==> src/verilog/dslc_defines.svh <==
// Purpose: register offsets, field positions, reset values and codes for the label codec controller
// Assumes: byte addresses on the register port, one 32-bit word each
// Notes: definitions only
`ifndef DSLC_DEFINES_SVH
`define DSLC_DEFINES_SVH

`define DSLC_A_CTRL      8'h00
`define DSLC_A_DEST      8'h04
`define DSLC_A_ORIG      8'h08
`define DSLC_A_BEARER    8'h0C
`define DSLC_A_SLOT      8'h10
`define DSLC_A_HEAD      8'h14
`define DSLC_A_STATUS    8'h18
`define DSLC_A_RX_DEST   8'h1C
`define DSLC_A_RX_ORIG   8'h20
`define DSLC_A_RX_BEARER 8'h24
`define DSLC_A_RX_MISC   8'h28

`define DSLC_C_START     0
`define DSLC_C_FACIL     1
`define DSLC_C_ALT       2
`define DSLC_C_NATL      3
`define DSLC_C_FULL      4
`define DSLC_C_SEC       5
`define DSLC_C_RATE_LO   6
`define DSLC_C_RX_ALT    8
`define DSLC_C_RX_SEC    9

`define DSLC_CTRL_RST    10'h000
`define DSLC_SI_CALL     4'h6
`define DSLC_SI_FACIL    4'h7
`define DSLC_NI_INTL     2'h0
`define DSLC_NI_SPARE    2'h1
`define DSLC_NI_NATL     2'h2
`define DSLC_SLOT_FULL   8'h70
`define DSLC_PHASE_MAX   3'h4

`define DSLC_LEN_BASIC   7'h3C
`define DSLC_LEN_ALT     7'h34
`define DSLC_LEN_FACIL   7'h2C
`define DSLC_LEN_SEC     7'h04

`define DSLC_H_ADDR      4'h1
`define DSLC_H_ACCEPT    4'h4
`define DSLC_H_REJECT    4'h5
`define DSLC_H_CLEAR     4'h6
`define DSLC_H_STATE     4'h7

`endif

==> src/verilog/dslc_pkg.sv <==
// Purpose: types shared by the label codec controller
// Assumes: nothing
// Notes: constants live in dslc_defines.svh
package dslc_pkg;

	typedef enum logic [1:0]
	{
		DSLC_IDLE = 2'b01,
		DSLC_SEND = 2'b10
	} dslc_state_t;

	typedef enum logic [2:0]
	{
		DSLC_HK_SPARE  = 3'h0,
		DSLC_HK_ADDR   = 3'h1,
		DSLC_HK_ACCEPT = 3'h2,
		DSLC_HK_REJECT = 3'h3,
		DSLC_HK_CLEAR  = 3'h4,
		DSLC_HK_STATE  = 3'h5
	} dslc_head_kind_t;

	typedef struct packed
	{
		logic [13:0] destination_point_code;
		logic [13:0] origin_point_code;
		logic [11:0] bearer_code;
		logic [7:0]  slot_channel_code;
	} dslc_label_t;

	typedef struct packed
	{
		logic [3:0] secondary_heading_code;
		logic [3:0] primary_heading_code;
	} dslc_head_t;

endpackage

==> src/verilog/dslc_ctrl.sv <==
// Purpose: builds and parses the service octet, label and heading of data signalling messages
// Assumes: link pins synchronous to clk; peer keeps the same coding on its side
// Notes: bits go out and come in least significant first, service octet first
//
// Implementation choices: the placing of the registers and the strobed register port.
`timescale 1ns/1ps
`include "dslc_defines.svh"

module dslc_ctrl
#(
	parameter int DATA_W = 32
)
(
	input  wire logic              clk,
	input  wire logic              sys_rst,
	input  wire logic              ce,
	input  wire logic [7:0]        reg_addr,
	input  wire logic [DATA_W-1:0] reg_wdata,
	input  wire logic              reg_wr,
	input  wire logic              reg_rd,
	output logic      [DATA_W-1:0] reg_rdata,
	input  wire logic              tx_ready,
	output logic                   tx_bit,
	output logic                   tx_bit_valid,
	output logic                   tx_first,
	output logic                   tx_last,
	output logic                   tx_msu,
	input  wire logic              rx_bit,
	input  wire logic              rx_bit_valid,
	input  wire logic              rx_last,
	input  wire logic              rx_msu
);

	function automatic dslc_pkg::dslc_head_kind_t head_kind(input logic [3:0] h);
		unique case (h)
			`DSLC_H_ADDR:   head_kind = dslc_pkg::DSLC_HK_ADDR;
			`DSLC_H_ACCEPT: head_kind = dslc_pkg::DSLC_HK_ACCEPT;
			`DSLC_H_REJECT: head_kind = dslc_pkg::DSLC_HK_REJECT;
			`DSLC_H_CLEAR:  head_kind = dslc_pkg::DSLC_HK_CLEAR;
			`DSLC_H_STATE:  head_kind = dslc_pkg::DSLC_HK_STATE;
			default:        head_kind = dslc_pkg::DSLC_HK_SPARE;
		endcase
	endfunction

	dslc_pkg::dslc_state_t     state_r;
	logic [9:0]                ctrl_r;
	dslc_pkg::dslc_label_t     cfg_r;
	dslc_pkg::dslc_head_t      head_r;
	logic [63:0]               shift_r;
	logic [63:0]               shift_nxt;
	logic [6:0]                len_r;
	logic [6:0]                len_nxt;
	logic [6:0]                idx_r;
	logic                      cfg_err_r;
	logic                      cfg_ok;
	logic [7:0]                slot_nxt;
	logic [7:0]                sio_nxt;
	logic [3:0]                chan_max;
	logic                      start;
	logic                      sel_ctrl;
	logic [63:0]               rx_buf_r;
	logic [6:0]                rx_idx_r;
	logic                      rx_done_r;
	logic                      rx_err_r;
	logic [7:0]                rx_sio_r;
	dslc_pkg::dslc_label_t     rx_lab_r;
	dslc_pkg::dslc_head_t      rx_head_r;
	logic [63:0]               rx_full;
	logic                      rx_bad;
	logic [DATA_W-1:0]         rd_nxt;

	assign sel_ctrl = reg_wr && (reg_addr == `DSLC_A_CTRL);
	assign start    = sel_ctrl && reg_wdata[`DSLC_C_START] && (state_r == dslc_pkg::DSLC_IDLE);

	// channel ceiling by rate: 0 600, 1 2400, 2 4800, 3 9600 bit/s
	always_comb
	begin
		unique case (reg_wdata[`DSLC_C_RATE_LO+1:`DSLC_C_RATE_LO])
			2'h0:    chan_max = 4'hF;
			2'h1:    chan_max = 4'h3;
			2'h2:    chan_max = 4'h1;
			default: chan_max = 4'h0;
		endcase
	end

	// slot code and service octet built from the start command and stored fields
	always_comb
	begin
		if (reg_wdata[`DSLC_C_FULL])
			slot_nxt = `DSLC_SLOT_FULL;
		else
			slot_nxt = {1'b0, cfg_r.slot_channel_code[6:4], cfg_r.slot_channel_code[3:0]};
		sio_nxt[3:0] = reg_wdata[`DSLC_C_FACIL] ? `DSLC_SI_FACIL : `DSLC_SI_CALL;
		sio_nxt[5:4] = 2'h0;
		sio_nxt[7:6] = reg_wdata[`DSLC_C_NATL] ? `DSLC_NI_NATL : `DSLC_NI_INTL;
	end

	// refuse a start whose slot or label choice breaks the coding ranges
	always_comb
	begin
		cfg_ok = 1'b1;
		if (!reg_wdata[`DSLC_C_FULL] && !reg_wdata[`DSLC_C_FACIL])
		begin
			if (cfg_r.slot_channel_code[6:4] > `DSLC_PHASE_MAX)
				cfg_ok = 1'b0;
			if (cfg_r.slot_channel_code[3:0] > chan_max)
				cfg_ok = 1'b0;
			if (reg_wdata[`DSLC_C_ALT])
				cfg_ok = 1'b0;
		end
	end

	// frame image, first bit in position zero
	always_comb
	begin
		shift_nxt = 64'h0;
		shift_nxt[7:0] = sio_nxt;
		shift_nxt[21:8]  = cfg_r.destination_point_code;
		shift_nxt[35:22] = cfg_r.origin_point_code;
		if (reg_wdata[`DSLC_C_FACIL])
		begin
			shift_nxt[39:36] = cfg_r.bearer_code[3:0];
			shift_nxt[43:40] = head_r.primary_heading_code;
			shift_nxt[47:44] = head_r.secondary_heading_code;
			len_nxt = `DSLC_LEN_FACIL;
		end
		else if (reg_wdata[`DSLC_C_ALT])
		begin
			shift_nxt[47:36] = cfg_r.bearer_code;
			shift_nxt[51:48] = head_r.primary_heading_code;
			shift_nxt[55:52] = head_r.secondary_heading_code;
			len_nxt = `DSLC_LEN_ALT;
		end
		else
		begin
			shift_nxt[47:36] = cfg_r.bearer_code;
			shift_nxt[55:48] = slot_nxt;
			shift_nxt[59:56] = head_r.primary_heading_code;
			shift_nxt[63:60] = head_r.secondary_heading_code;
			len_nxt = `DSLC_LEN_BASIC;
		end
		if (reg_wdata[`DSLC_C_SEC])
			len_nxt = len_nxt + `DSLC_LEN_SEC;
	end

	// software registers
	always_ff @(posedge clk or posedge sys_rst)
	begin
		if (sys_rst)
		begin
			ctrl_r <= `DSLC_CTRL_RST;
			cfg_r  <= '0;
			head_r <= '0;
		end
		else if (ce && reg_wr)
		begin
			unique case (reg_addr)
				`DSLC_A_CTRL:   ctrl_r <= {reg_wdata[9:1], 1'b0};
				`DSLC_A_DEST:   cfg_r.destination_point_code <= reg_wdata[13:0];
				`DSLC_A_ORIG:   cfg_r.origin_point_code <= reg_wdata[13:0];
				`DSLC_A_BEARER: cfg_r.bearer_code <= reg_wdata[11:0];
				`DSLC_A_SLOT:   cfg_r.slot_channel_code <= {1'b0, reg_wdata[6:0]};
				`DSLC_A_HEAD:   head_r <= reg_wdata[7:0];
				default:        ;
			endcase
		end
	end

	// transmit sequencer
	always_ff @(posedge clk or posedge sys_rst)
	begin
		if (sys_rst)
		begin
			state_r   <= dslc_pkg::DSLC_IDLE;
			shift_r   <= 64'h0;
			len_r     <= 7'h0;
			idx_r     <= 7'h0;
			cfg_err_r <= 1'b0;
		end
		else if (ce)
		begin
			unique case (state_r)
				dslc_pkg::DSLC_IDLE:
				begin
					if (start)
					begin
						cfg_err_r <= !cfg_ok;
						if (cfg_ok)
						begin
							state_r <= dslc_pkg::DSLC_SEND;
							shift_r <= shift_nxt;
							len_r   <= len_nxt;
							idx_r   <= 7'h0;
						end
					end
				end
				dslc_pkg::DSLC_SEND:
				begin
					if (tx_ready)
					begin
						shift_r <= {1'b0, shift_r[63:1]};
						idx_r   <= idx_r + 7'h1;
						if (idx_r == len_r - 7'h1)
							state_r <= dslc_pkg::DSLC_IDLE;
					end
				end
			endcase
		end
	end

	// link pins, all registered
	always_ff @(posedge clk or posedge sys_rst)
	begin
		if (sys_rst)
		begin
			tx_bit       <= 1'b0;
			tx_bit_valid <= 1'b0;
			tx_first     <= 1'b0;
			tx_last      <= 1'b0;
			tx_msu       <= 1'b0;
		end
		else if (ce)
		begin
			tx_bit_valid <= (state_r == dslc_pkg::DSLC_SEND) && tx_ready;
			tx_bit       <= (state_r == dslc_pkg::DSLC_SEND) && tx_ready && shift_r[0];
			tx_first     <= (state_r == dslc_pkg::DSLC_SEND) && tx_ready && (idx_r == 7'h0);
			tx_last      <= (state_r == dslc_pkg::DSLC_SEND) && tx_ready && (idx_r == len_r - 7'h1);
			tx_msu       <= (state_r == dslc_pkg::DSLC_SEND);
		end
	end

	// receive image including the bit of this cycle
	always_comb
	begin
		rx_full = rx_buf_r;
		if (!rx_idx_r[6])
			rx_full[rx_idx_r[5:0]] = rx_bit;
		rx_bad = !rx_msu;
		if ((rx_full[3:0] != `DSLC_SI_CALL) && (rx_full[3:0] != `DSLC_SI_FACIL))
			rx_bad = 1'b1;
		if (rx_full[7:6] == `DSLC_NI_SPARE)
			rx_bad = 1'b1;
	end

	// receive parser; bits A and B and national-only bits are not interpreted
	always_ff @(posedge clk or posedge sys_rst)
	begin
		if (sys_rst)
		begin
			rx_buf_r  <= 64'h0;
			rx_idx_r  <= 7'h0;
			rx_done_r <= 1'b0;
			rx_err_r  <= 1'b0;
			rx_sio_r  <= 8'h0;
			rx_lab_r  <= '0;
			rx_head_r <= '0;
		end
		else if (ce)
		begin
			if (rx_bit_valid && rx_last)
			begin
				rx_buf_r  <= 64'h0;
				rx_idx_r  <= 7'h0;
				rx_done_r <= 1'b1;
				rx_err_r  <= rx_bad;
				rx_sio_r  <= {rx_full[7:6], 2'h0, rx_full[3:0]};
				rx_lab_r.destination_point_code <= rx_full[21:8];
				rx_lab_r.origin_point_code      <= rx_full[35:22];
				if (rx_full[3:0] == `DSLC_SI_FACIL)
				begin
					rx_lab_r.bearer_code       <= {8'h00, rx_full[39:36]};
					rx_lab_r.slot_channel_code <= 8'h00;
					rx_head_r <= {rx_full[47:44] & {4{ctrl_r[`DSLC_C_RX_SEC]}}, rx_full[43:40]};
				end
				else if (ctrl_r[`DSLC_C_RX_ALT])
				begin
					rx_lab_r.bearer_code       <= rx_full[47:36];
					rx_lab_r.slot_channel_code <= `DSLC_SLOT_FULL;
					rx_head_r <= {rx_full[55:52] & {4{ctrl_r[`DSLC_C_RX_SEC]}}, rx_full[51:48]};
				end
				else
				begin
					rx_lab_r.bearer_code       <= rx_full[47:36];
					rx_lab_r.slot_channel_code <= rx_full[55:48];
					rx_head_r <= {rx_full[63:60] & {4{ctrl_r[`DSLC_C_RX_SEC]}}, rx_full[59:56]};
				end
			end
			else
			begin
				if (rx_bit_valid && (rx_idx_r < 7'h40))
				begin
					rx_buf_r <= rx_full;
					rx_idx_r <= rx_idx_r + 7'h1;
				end
				if (reg_rd && (reg_addr == `DSLC_A_STATUS))
					rx_done_r <= 1'b0;
			end
		end
	end

	// read mux
	always_comb
	begin
		rd_nxt = '0;
		unique case (reg_addr)
			`DSLC_A_CTRL:      rd_nxt[9:0] = ctrl_r;
			`DSLC_A_DEST:      rd_nxt[13:0] = cfg_r.destination_point_code;
			`DSLC_A_ORIG:      rd_nxt[13:0] = cfg_r.origin_point_code;
			`DSLC_A_BEARER:    rd_nxt[11:0] = cfg_r.bearer_code;
			`DSLC_A_SLOT:      rd_nxt[7:0] = cfg_r.slot_channel_code;
			`DSLC_A_HEAD:      rd_nxt[7:0] = head_r;
			`DSLC_A_STATUS:    rd_nxt[6:0] = {head_kind(rx_head_r.primary_heading_code), rx_err_r, rx_done_r,
			                                  cfg_err_r, (state_r == dslc_pkg::DSLC_SEND)};
			`DSLC_A_RX_DEST:   rd_nxt[13:0] = rx_lab_r.destination_point_code;
			`DSLC_A_RX_ORIG:   rd_nxt[13:0] = rx_lab_r.origin_point_code;
			`DSLC_A_RX_BEARER: rd_nxt[11:0] = rx_lab_r.bearer_code;
			`DSLC_A_RX_MISC:   rd_nxt[23:0] = {rx_sio_r, rx_head_r, rx_lab_r.slot_channel_code};
			default:           rd_nxt = '0;
		endcase
	end

	always_ff @(posedge clk or posedge sys_rst)
	begin
		if (sys_rst)
			reg_rdata <= '0;
		else if (ce)
			reg_rdata <= reg_rd ? rd_nxt : '0;
	end

endmodule // dslc_ctrl

==> config.mk <==
export PLATFORM = sky130hd
export DESIGN_NAME = dslc_ctrl
export DESIGN_NICKNAME = d
export VERILOG_FILES = /design/src/verilog/dslc_pkg.sv /design/src/verilog/dslc_ctrl.sv
export VERILOG_INCLUDE_DIRS = /design/src /design/src/verilog
export SDC_FILE = /design/constraint.sdc
export NUM_CORES = 1
export LEC_CHECK = 0
export ABC_AREA = 1
export ABC_CLOCK_PERIOD_IN_PS = 16500
export BUFFER_PORTS_ARGS = -buffer_cell sky130_fd_sc_hd__buf_2
export CORE_MARGIN = 2
export CORE_UTILIZATION = 55
export DETAILED_ROUTE_END_ITERATION = 12
export PLACE_DENSITY_LB_ADDON = 0.12
export SYNTH_ARGS = -nofsm -noshare
export SYNTH_HDL_FRONTEND = slang
export SYNTH_SLANG_ARGS = --single-unit
==> constraint.sdc <==
create_clock -name clk -period 16.5 [get_ports clk]
set_input_delay 4.95 -clock clk [delete_from_list [all_inputs] [get_ports clk]]
set_output_delay 4.95 -clock clk [all_outputs]
set_load 0.03 [all_outputs]
==> summary.md, run 1 <==
| Metric | Value |
|---|---|
| GRT Overall Usage | 27.7% |
| Antenna viol nets, final | 0 |
| Final #Nets | 2052 |
| Clk_lat worst skew | slightly above 500 ps |
| Async set-reset flop share out of synthesis | between 90% and 100% |
| Fill count | 2545 |
| Worst setup path category | in -> reg |
| Worst-margin pin slew | ~1100 ps |
| Leakage power | 8.27 nW |
| Initial antenna violation count | 1 |
| Top post-synthesis cells by area | dfrtp_1 49%, nand2_1 17%, o21ai_0 6.9% |
| WL/cell | ~17 um |
| Drt total wl | 39600 um |
| Synth Area in Compound Gates | 15.4% |
| Core area | 0.0276 mm^2 |
| Total gr overflow | 0 |
| Multiplexer share of the synthesized area | less than 1% |
| Worst R2R End | shift_r[38] |
| Worst setup margin | 9080 ps |
| Post-synth top area share | 49.3% |
| Main flop type after synthesis | dfrtp_1 |
| DP Worst Slack | roughly 8600 ps |
| Hold Fails Final Rpt | 0 |
| GPL Wtd Cong | between 0.8 and 0.9 |
| Simple-gate share of the synthesized area | between 20% and 30% |
| Vias in the first global route | 12100 |
| Worst vdd ir | 0.0000709 V |
| P&R area growth vs syn | 9.72% |
| Unique cell type count in the Yosys netlist | 45 |
| # port buffers | 58 |
| Crit path max fanout | 88 |
| IO Pins | 87 |
| Detail Placement HPWL | 26800 um |
| Area leader, netlist | dfrtp_1 |
| Post-synth top cells | 685 x nand2_1, 302 x dfrtp_1, 211 x o21ai_0, 206 x inv_1, 101 x nand3_1 |
| TritonCTS clock tree | done |
| Reg clk slew, reported paths | 60 ps |
| Chip Width | roughly 170 um |
| Avg Inst Size Synth | 7.75 um^2 |
| Vias | 12900 |
| Initial Utilization | between 50% and 60% |
| Cell Rows | 61 |
| RSZ-0062 raised after global routing | false |
| Die height | 171 um |
| CTS H-tree lvls | 2 |
| Root buf cell | clkbuf_16 |
| Synth Area in XOR/XNOR | 0.171% |
| Final setup viols | 0 |
| Post-CTS Repair Setup Buffers | 0 |
| Die area | 0.0292 mm^2 |
| Layout Cells excl Fill | roughly 2400 |
| Hold crit path type | reg -> reg |
| Clock Sinks | 303 |
| R2R cell count | 9 |
| Ys Warns | 0 |
| Max Fclk | 0.135 GHz |
| Largest net degree at the start of global routing | 89 |
| Yosys reg bits | 303 |
| Final min period | 7420 ps |
| # hold bufs at CTS | 0 |
| CP arrival | 7830 ps |
| Vias per cell | 5.40 |
| DRC | 0 |
| Setup TNS | 0 ps |
| Tcrit/Tclk final | between 40 and 50% |
| Number of synthesized flops with an enable pin | 0 |
| Global-route wire length before repair | 63600 um |
| Hold path depth | 2 |
| CTS buffer count | 35 |
| Critical Path Source | reg_wdata[6] |
| Final Instance Area | approximately 0.017 mm^2 |
| Max clock buf depth | 3 |
| R2r setup slk | 13340 ps |
| Cells after Synth | 1977 |
| Worst hold slack | between 400 and 500 ps |
| Mapped Area | 0.0153 mm^2 |
| Post-Synth Adder-Cell Area | 0.653% |
| Max Slew Vio Count | 0 |
| Worst reg2reg startpoint | state_r[0] |
| Worst Setup Start Kind | input pin |
| Worst Setup EP | shift_r[38] |
| Post-synthesis sequential area ratio | 49.5% |
| Most instantiated library cell after synthesis | nand2_1 |
| Antenna diodes | 0 |
| Final core utilization | 60.9% |
| Maxcap violations | 0 |
| Layout Skew | between 10 and 15 ps |
| Post-CTS sizing | 0 |
| Cell total after placement | approximately 2300 |
| Slew HR | between 20% and 30% |
| DR pass1 iterations | 5 |
| Status | finished clean |
| Worst EP required | between 15000 and 20000 ps |
| Power Total | 2.13 mW |
| Critical path capture point type | flop |
| Pwr dens | 127 mW/mm^2 |
| Share of layout cells above drive strength 1 | 10.3% |
| DP Area | 0.0157 mm^2 |
| Starting DRT DRC Count | around 1200 |
| Largest family of logic cells by synthesized area | simple AND/OR/NAND/NOR gates |
[sequential cells by signal (all words and copies together), names as in the netlist, 7 cells and up]
register	count
rx_lab_r	48
head_r	8
ctrl_r	9
rx_head_r	8
cfg_r	47
rx_buf_r	62
idx_r	7
reg_rdata	22
rx_idx_r	7
shift_r	64
[where the power goes]
| group | switching (mW) | internal (mW) | total [mW] |
|---|---|---|---|
| registers | 0.0635 | 0.836 | 0.899 |
| logic | 0.350 | 0.139 | 0.489 |
| clock network | 0.296 | 0.444 | 0.740 |
| total | 0.710 | 1.42 | 2.13 |
[metal layers]
layer	routed length, um	track usage, %
met1	17400	36.9
met3	1820	3.75
met4	1320	10.1
met2	19100	46.3
met5	0	0
[cell usage in the layout (no fill, tap or decap), drive strengths merged, types with 3 or more instances in the layout]
cell,netlist,routed
buf,38,70
inv,217,218
nand2,693,693
nor3,13,13
clkinv,4,8
ha,8,8
nand3,109,109
clkbuf,61,53
a32o,9,9
a21oi,18,18
xor2,3,3
o21ai,300,300
nand4,7,7
conb,1,10
nor2,106,106
a2bb2oi,8,8
dfrtp,302,302
o22ai,66,66
[area by class of cell]
class	instances	area, um^2	share of cell area, %
flip-flops and latches	303	7580	45.1
multi-input cells	1363	6440	38.3
clock buffers	53	1070	6.34
inverters	221	838	4.99
well taps	378	473	2.81
repair buffers	70	380	2.26
clock inverters	5	28.8	0.171
[cell families after synthesis]
kind of cell / after synthesis
simple gates: 933
compound gates: 407
buf+inv: 320
flops: 303
fa+ha+maj: 8
xor+xnor: 3
mux: 2
other cells: 1
[how the worst min path moves through the flow]
stage,start,end
6_report,reg_rdata[2],reg_rdata[2]
5_1_grt,reg_rdata[2],reg_rdata[2]
4_1_cts,reg_rdata[5],reg_rdata[5]
3_5_place_dp,reg_rdata[5],reg_rdata[5]
3_3_place_gp,reg_rdata[3],reg_rdata[3]
2_1_floorplan,rx_buf_r[58],rx_buf_r[58]
[critical path, stage by stage]
cell,delay (ps)
buf_2,120
inv_1,190
nand2_1,120
ha_1,310
nand2_1,50
inv_1,60
nand2_1,50
nand2_1,50
nand2_1,70
nand2_1,60
nand3_1,150
nand3_4,480
buf_4,830
nand2_1,150
o21ai_2,100
No activity file was read; power rests on OpenSTA's default activity.
==> run 2, diff against run 1 <==
ABC_AREA = 0   (was 1)
ABC_CLOCK_PERIOD_IN_PS = 7250   (was 16500)
clock period = 7.25 ns   (was 16.5 ns; I/O delays follow)
==> run 2 against run 1 <==
Compared with the run above:
- critical path depth is 10 lower
- sequential power increased by 130%
- non-clock buffer count rose by 10
- register-to-register slack lost 9400 ps
- via count is 5.9% lower
- clock skew is 2.1 ps higher
- synthesized cell count is 20% lower
- combinational power grew 85%
- hold slack worse by 9.0 ps
==> summary.md, run 2 <==
| Metric | Value |
|---|---|
| Setup TNS | 0 ps (unchanged) |
| Worst Setup Start Kind | input pin |
| Max clock buf depth | 3 (unchanged) |
| Hold Fails Final Rpt | 0 (unchanged) |
| # port buffers | 58 (unchanged) |
| Cell Rows | 61 (unchanged) |
| CP top delay family | simple AND/OR/NAND/NOR gates |
| Total gr overflow | 0 (unchanged) |
| Final setup viols | 0 (unchanged) |
| Top post-synthesis cells by area | dfrtp_1 49%, nand2_1 6.2%, o21ai_0 5.6% |
| Max Slew Vio Count | 0 (unchanged) |
| P&R area growth vs syn | 9.86% |
| Hold path start | shift_r[2] |
| Commonest non-fill, non-tap cell in the layout | dfrtp_1 |
| Global-route wire length before repair | 67900 um (+6.9%) |
| Fill count | 2357 (-7.4%) |
| Worst vdd ir | 0.000239 V (+240%) |
| Storage cell area | 0.00758 mm^2 (unchanged) |
| Largest regs | shift_r x64, rx_buf_r x62, rx_lab_r x48 |
| Drt total wl | 43500 um (+9.9%) |
| Post-synthesis sequential area ratio | 49.1% (-0.38 points) |
| Root buf cell | clkbuf_16 |
| Worst setup path category | in -> reg |
| TritonCTS clock tree | done |
| # hold bufs at CTS | 0 (unchanged) |
| Tcrit/Tclk final | a little under two thirds |
| Layout Skew | 16.2 ps (+2.07 ps) |
| Area occupied by multi-input gates | 0.00713 mm^2 (+11%) |
| Post-synth top area share | 48.9% (-0.38 points) |
| CTS H-tree lvls | 2 (unchanged) |
| Combinational power share | 19.1% (-3.9 points) |
| WL/cell | 21.9 um (+32%) |
| Biggest register | shift_r |
| Max Fclk | 0.217 GHz |
| Hold crit path type | reg -> reg |
| P_int | 3.26 mW (+130%) |
| Pwr dens | 279 mW/mm^2 (+120%) |
| Mapped Area | 0.0154 mm^2 (+0.78%) |
| Most instantiated library cell after synthesis | dfrtp_1 |
| Core area | 0.0277 mm^2 (+0.28%) |
| Initial Utilization | 55.7% (+0.28 points) |
| Unique cell type count in the Yosys netlist | 80 (+78%) |
| Largest net degree at the start of global routing | 142 (+60%) |
| Critical path capture point type | flop |
| IO Pins | 87 (unchanged) |
| Starting DRT DRC Count | 1233 (+0.081%) |
| Worst-margin pin slew | 1130 ps (+47.0 ps) |
| CP arrival | 4990 ps (-2840 ps) |
| Avg Inst Size Synth | 9.71 um^2 (+25%) |
| Sw Share | 31.2% (-2.2 points) |
| CTS buffer count | 35 (unchanged) |
| Most frequent cells in the layout | 302 x dfrtp_1, 255 x nand2_1, 174 x o21ai_0, 114 x nor2_1, 77 x mux2i_1 |
| Post-CTS sizing | 0 (unchanged) |
| Worst EP required | 7640 ps (-9270 ps) |
| Post-CTS Repair Setup Buffers | 0 (unchanged) |
| Die height | 172 um (+0.38%) |
| Maxcap violations | 0 (unchanged) |
| Die area | 0.0294 mm^2 (+0.77%) |
| DRC | 0 (unchanged) |
| Chip Width | 172 um (+0.38%) |
| Critical Path Source | reg_addr[2] |
| Vias | 12200 (-5.9%) |
| Area leader, netlist | dfrtp_1 |
| Vias per cell | 6.11 (+13%) |
| GRT Overall Usage | 30.2% (+2.6 points) |
| Worst hold slack | 467 ps (-9.04 ps) |
| Detail Placement HPWL | 29300 um (+9.2%) |
| GPL Wtd Cong | 0.961 (+11%) |
| Main flop type after synthesis | dfrtp_1 |
| Power share of the clock group | 37.1% (+2.3 points) |
| RSZ-0062 raised after global routing | false |
| CP max stage delay | 870 ps (+40 ps) |
| Clk_lat worst skew | 520 ps (about the same) |
| Worst reg2reg startpoint | rx_idx_r[1] |
| Async set-reset flop share out of synthesis | 100% (unchanged) |
| Critical path cell sequence | buf_2 -> nor2b_1 -> nand2_1 -> nor2_2 -> mux2_2 |
| Reg clk slew, reported paths | 60 ps (about the same) |
| Net switching power | 1.47 mW (+110%) |
| Cells after Synth | 1590 (-20%) |
| DR pass1 iterations | 5 (unchanged) |
| Slew HR | 22.9% (-4.5 points) |
| Leakage power | 7.62 nW (-7.8%) |
| CP max-delay cell | nor2_2 |
| Antenna viol nets, final | 0 (unchanged) |
| Status | finished clean |
| Share of layout cells above drive strength 1 | 15.2% (+4.8 points) |
| Final min period | ~4600 ps |
| Register share of total power | 43.8% (+1.5 points) |
| Ys Warns | 0 (unchanged) |
| Clock Sinks | 303 (unchanged) |
| Crit path max fanout | 25 (-72%) |
| Bufs and invs on worst path | 1 (-3) |
| Post-synth top cells | 302 x dfrtp_1, 255 x nand2_1, 174 x o21ai_0, 114 x nor2_1, 77 x mux2i_1 |
| Vias in the first global route | 11400 (-5.8%) |
| Initial antenna violation count | 4 (+3) |
| Final #Nets | 1645 (-20%) |
| Yosys reg bits | 303 (unchanged) |
| Number of flip-flops under the largest register name | 64 (unchanged) |
| Number of synthesized flops with an enable pin | 0 (unchanged) |
-- run 2: changes by cell type in the layout (fill, tap and decap cells not counted), moves of 42 or more --
cell	previous run	this run
o21ai_1	53	2
nand2_1	684	255
inv_1	205	42
mux2i_1	2	77
a21oi_1	17	63
mux2_2	0	50
o22ai_1	64	22
nand3_1	100	19
-- run 2: power groups by stage --
stage | clock, mW | sequential, mW | combinational (mW)
after global routing | 1.84 | 2.10 | 1.02
final | 1.75 | 2.07 | 0.904
after CTS | 1.77 | 2.07 | 0.909
after detailed placement | 0 | 2.10 | 0.909
after global placement | 0 | 2.09 | 0.890
after floorplan | 0 | 2.05 | 0.730
-- run 2: final timing paths --
path	end	depth (start not counted)	slack (ps)
setup / recovery	cfg_r[44]	5	2650
hold / removal	shift_r[2]	2	470
hold reg to reg	shift_r[2]	2	470
max in group asynchronous	shift_r[33]	3	4120
min in group asynchronous	tx_last	2	1800
setup reg to reg	rx_head_r[6]	7	3980
-- run 2: metrics by stage --
step / total power, mW / area [um^2] / util (%) / worst slack, ps / instances
6_report: 4.73 / 17000 / 61.2 / 2650 / 1991
5_1_grt: 4.96 / 17000 / 61.2 / 2440 / 1988
4_1_cts: 4.75 / 17000 / 61.2 / 2680 / 1987
3_5_place_dp: 3.01 / 15800 / 57.1 / 2130 / 1928
3_3_place_gp: 2.98 / 15800 / 57.1 / 2190 / 1928
2_1_floorplan: 2.78 / 15500 / - / 1050 / 1599
-- run 2: final cells by class --
| cell class | count | share of cell area, % |
|---|---|---|
| Multi-Input combinational cell | 1124 | 42.0 |
| Antenna cell | 4 | 0.0590 |
| Timing Repair Buffer | 80 | 2.76 |
| Tap cell | 378 | 2.79 |
| Inverter | 43 | 0.973 |
| Clock inverter | 8 | 0.398 |
| Clock buffer | 51 | 6.30 |
| Sequential cell | 303 | 44.7 |
-- run 2: per-layer routing --
| layer | GRT usage [%] | part of all wire, % | vias up |
|---|---|---|---|
| li1 | - | - | 5664 |
| met1 | 43.4 | 45 | 6039 |
| met2 | 47.5 | 46 | 376 |
| met3 | 4.53 | 6.0 | 79 |
| met4 | 9.54 | 3.2 | 0 |
| met5 | 0 | 0 | - |
-- run 2: cells by family after synthesis --
group	share of synthesized area, %
muxes	10.4
and+or+nand+nor	16.5
xor gates and xnor gates	0.567
adders and majority gates	0.648
buffers and inverters	5.09
other	0.0243
AOI/OAI and AO/OA	17.7
DFF	49.1
-- run 2: worst register-to-register path, delay by kind of cell (launching register included) --
kind	cells	cell delay, ps
AOI/OAI and AO/OA	2	940
buffers and inverters	1	250
DFF	1	870
muxes	1	360
and+or+nand+nor	3	780
==> run 3, diff against run 2 <==
ABC_CLOCK_PERIOD_IN_PS = 4500   (was 7250)
clock period = 4.5 ns   (was 7.25 ns; I/O delays follow)
==> run 3 against run 2 <==
Compared with the run above:
- global-route usage is essentially flat
- total power rose by 61%
- die area stayed put
- clock skew shrank 1.7 ps
- sequential share of layout area is 0.37 points lower
- largest cell class unchanged
- critical path type unchanged
==> summary.md, run 3 (same netlist as run 2, synthesis figures left out) <==
| Metric | Value |
|---|---|
| Commonest non-fill, non-tap cell in the layout | dfrtp_1 |
| Final core utilization | 61.8% (+0.51 points) |
| Maxcap violations | 0 (unchanged) |
| Hold Fails Final Rpt | 0 (unchanged) |
| Detail Placement HPWL | 30000 um (+2.6%) |
| P_int | 5.20 mW (+60%) |
| Worst-margin pin slew | 1200 ps (+78.0 ps) |
| IO Pins | 87 (unchanged) |
| Total gr overflow | 0 (unchanged) |
| Largest regs | shift_r x64, rx_buf_r x62, rx_lab_r x48 |
| Most numerous cell on the critical path | a21oi_1 |
| Pwr dens | 444 mW/mm^2 (+59%) |
| DRC | 0 (unchanged) |
| Initial Utilization | 55.7% (unchanged) |
| DR pass1 iterations | 5 (unchanged) |
| Layout Skew | 14.5 ps (-1.74 ps) |
| Post-Route M1 WL | 19200 um (-1.2%) |
| Chip Width | 172 um (unchanged) |
| Vias per cell | 6.11 (about the same) |
| Final setup viols | 0 (unchanged) |
| Top layer used by detailed routing | met4 |
| Power Total | 7.60 mW (+61%) |
| Worst EP required | 4920 ps (-2720 ps) |
| Tcrit/Tclk final | 74.9% |
| Die area | 0.0294 mm^2 (unchanged) |
| # hold bufs at CTS | 0 (unchanged) |
| DP Area | 0.0160 mm^2 (+1.1%) |
| Global-route wire length before repair | 68100 um (+0.29%) |
| Critical path cell sequence | buf_2 -> or2_2 -> ha_1 -> a21oi_1 -> a41o_1 -> a31o_2 -> nand3_2 -> or3_1 -> a21oi_1 |
| Max Fclk | approximately 0.30 GHz |
| Post-CTS sizing | 0 (unchanged) |
| Vias in the first global route | 11800 (+3.1%) |
| Vias | 12300 (+0.80%) |
| GPL Wtd Cong | 1.00 (+4.5%) |
| Reg clk slew, reported paths | 60 ps (about the same) |
| GRT Overall Usage | 30.2% (about the same) |
| Clk_lat worst skew | 510 ps (about the same) |
| Crit path max fanout | 28 (+12%) |
| Final Instance Area | 0.0171 mm^2 (+0.83%) |
| Sw Share | 31.5% (+0.36 points) |
| Max Slew Vio Count | 0 (unchanged) |
| Largest net degree at the start of global routing | 95 (-33%) |
| Antenna viol nets, final | 0 (unchanged) |
| Core area | 0.0277 mm^2 (unchanged) |
| Worst setup path category | in -> reg |
| Share of layout cells above drive strength 1 | 16.0% (+0.84 points) |
| Die height | 172 um (unchanged) |
| Initial antenna violation count | 3 (-1) |
| RSZ-0062 raised after global routing | false |
| Final #Nets | 1662 (+1.0%) |
| Critical path capture point type | flop |
| Met2 routed WL | 19800 um (-0.94%) |
| Register share of total power | 44.0% (+0.2 points) |
| Post-CTS Repair Setup Buffers | 0 (unchanged) |
| Number of flip-flops under the largest register name | 64 (unchanged) |
| Slew HR | 19.4% (-3.6 points) |
| Final min period | 3370 ps |
| Most frequent cells in the layout | 302 x dfrtp_1, 255 x nand2_1, 174 x o21ai_0, 114 x nor2_1, 77 x mux2i_1 |
| Worst vdd ir | 0.000297 V (+24%) |
| Status | finished clean |
| Root buf cell | clkbuf_16 |
| CTS buffer count | 35 (unchanged) |
| TritonCTS clock tree | done |
| WL/cell | 21.7 um (-0.68%) |
| Metal3 WL | 2860 um (+9.8%) |
| Clock Sinks | 303 (unchanged) |
| Starting DRT DRC Count | 1190 (-3.5%) |
| Leakage power | 7.70 nW (+1.0%) |
| Worst Setup Start Kind | input pin |
| Cell Rows | 61 (unchanged) |
| Biggest register | shift_r |
| Combinational power share | 19.7% (+0.6 points) |
| Hold crit path type | reg -> reg |
| # port buffers | 58 (unchanged) |
| Worst hold slack | 472 ps (+4.63 ps) |
| CP max stage delay | 510 ps (-360 ps) |
| CP max-delay cell | or3_1 |
| Net switching power | 2.39 mW (+62%) |
| CTS H-tree lvls | 2 (unchanged) |
| Power share of the clock group | 36.3% (-0.8 points) |
| P&R area growth vs syn | 10.8% |
| Drt total wl | 43500 um (about the same) |
| Max clock buf depth | 3 (unchanged) |
| CP arrival | 3790 ps (-1200 ps) |
run 3: layer usage:
metal	up-vias	GRT usage (%)
met5	-	0
met4	0	11.1
met3	100	4.97
met2	373	47.0
met1	6096	42.9
li1	5686	-
run 3: path summary, 6_finish.rpt:
check,from,endpoint,slack [ps],cells past startpoint
setup / recovery,reg_wdata[6],idx_r[3],1130,9
hold / removal,shift_r[3],shift_r[3],470,2
setup reg to reg,rx_idx_r[1],rx_head_r[7],1330,7
hold reg to reg,shift_r[3],shift_r[3],470,2
max in group asynchronous,sys_rst,rx_buf_r[16],2480,3
min in group asynchronous,sys_rst,len_r[2],1040,2
run 3: final cells by class:
cell class	instances	area [um^2]
fillers	2373	10600
well taps	378	473
inverters	43	165
multi-input cells	1124	7130
repair buffers	97	646
clock buffers	47	1010
flip-flops and latches	303	7580
clock inverters	11	88.8
diodes	3	7.51
run 3: stage by stage:
stage          worst slack, ps  setup TNS [ps]  std cells
5_1_grt                    986               0       2004
4_1_cts                   1160               0       2003
6_report                  1130               0       2006
3_3_place_gp               722               0       1945
2_1_floorplan             -878         -265220       1599
3_5_place_dp               657               0       1945
run 3: worst max-delay path, delay by kind of cell:
kind,cells,cell delay (ps)
compound gates,4,670
fa+ha+maj,1,320
buf+inv,1,170
simple gates,3,1280
run 3: power groups by stage:
stage / Combinational [mW] / Clock [mW] / Sequential (mW)
final: 1.49 / 2.76 / 3.35
after global routing: 1.67 / 2.90 / 3.39
after CTS: 1.50 / 2.79 / 3.34
after detailed placement: 1.50 / 0 / 3.39
after global placement: 1.46 / 0 / 3.37
after floorplan: 1.18 / 0 / 3.30
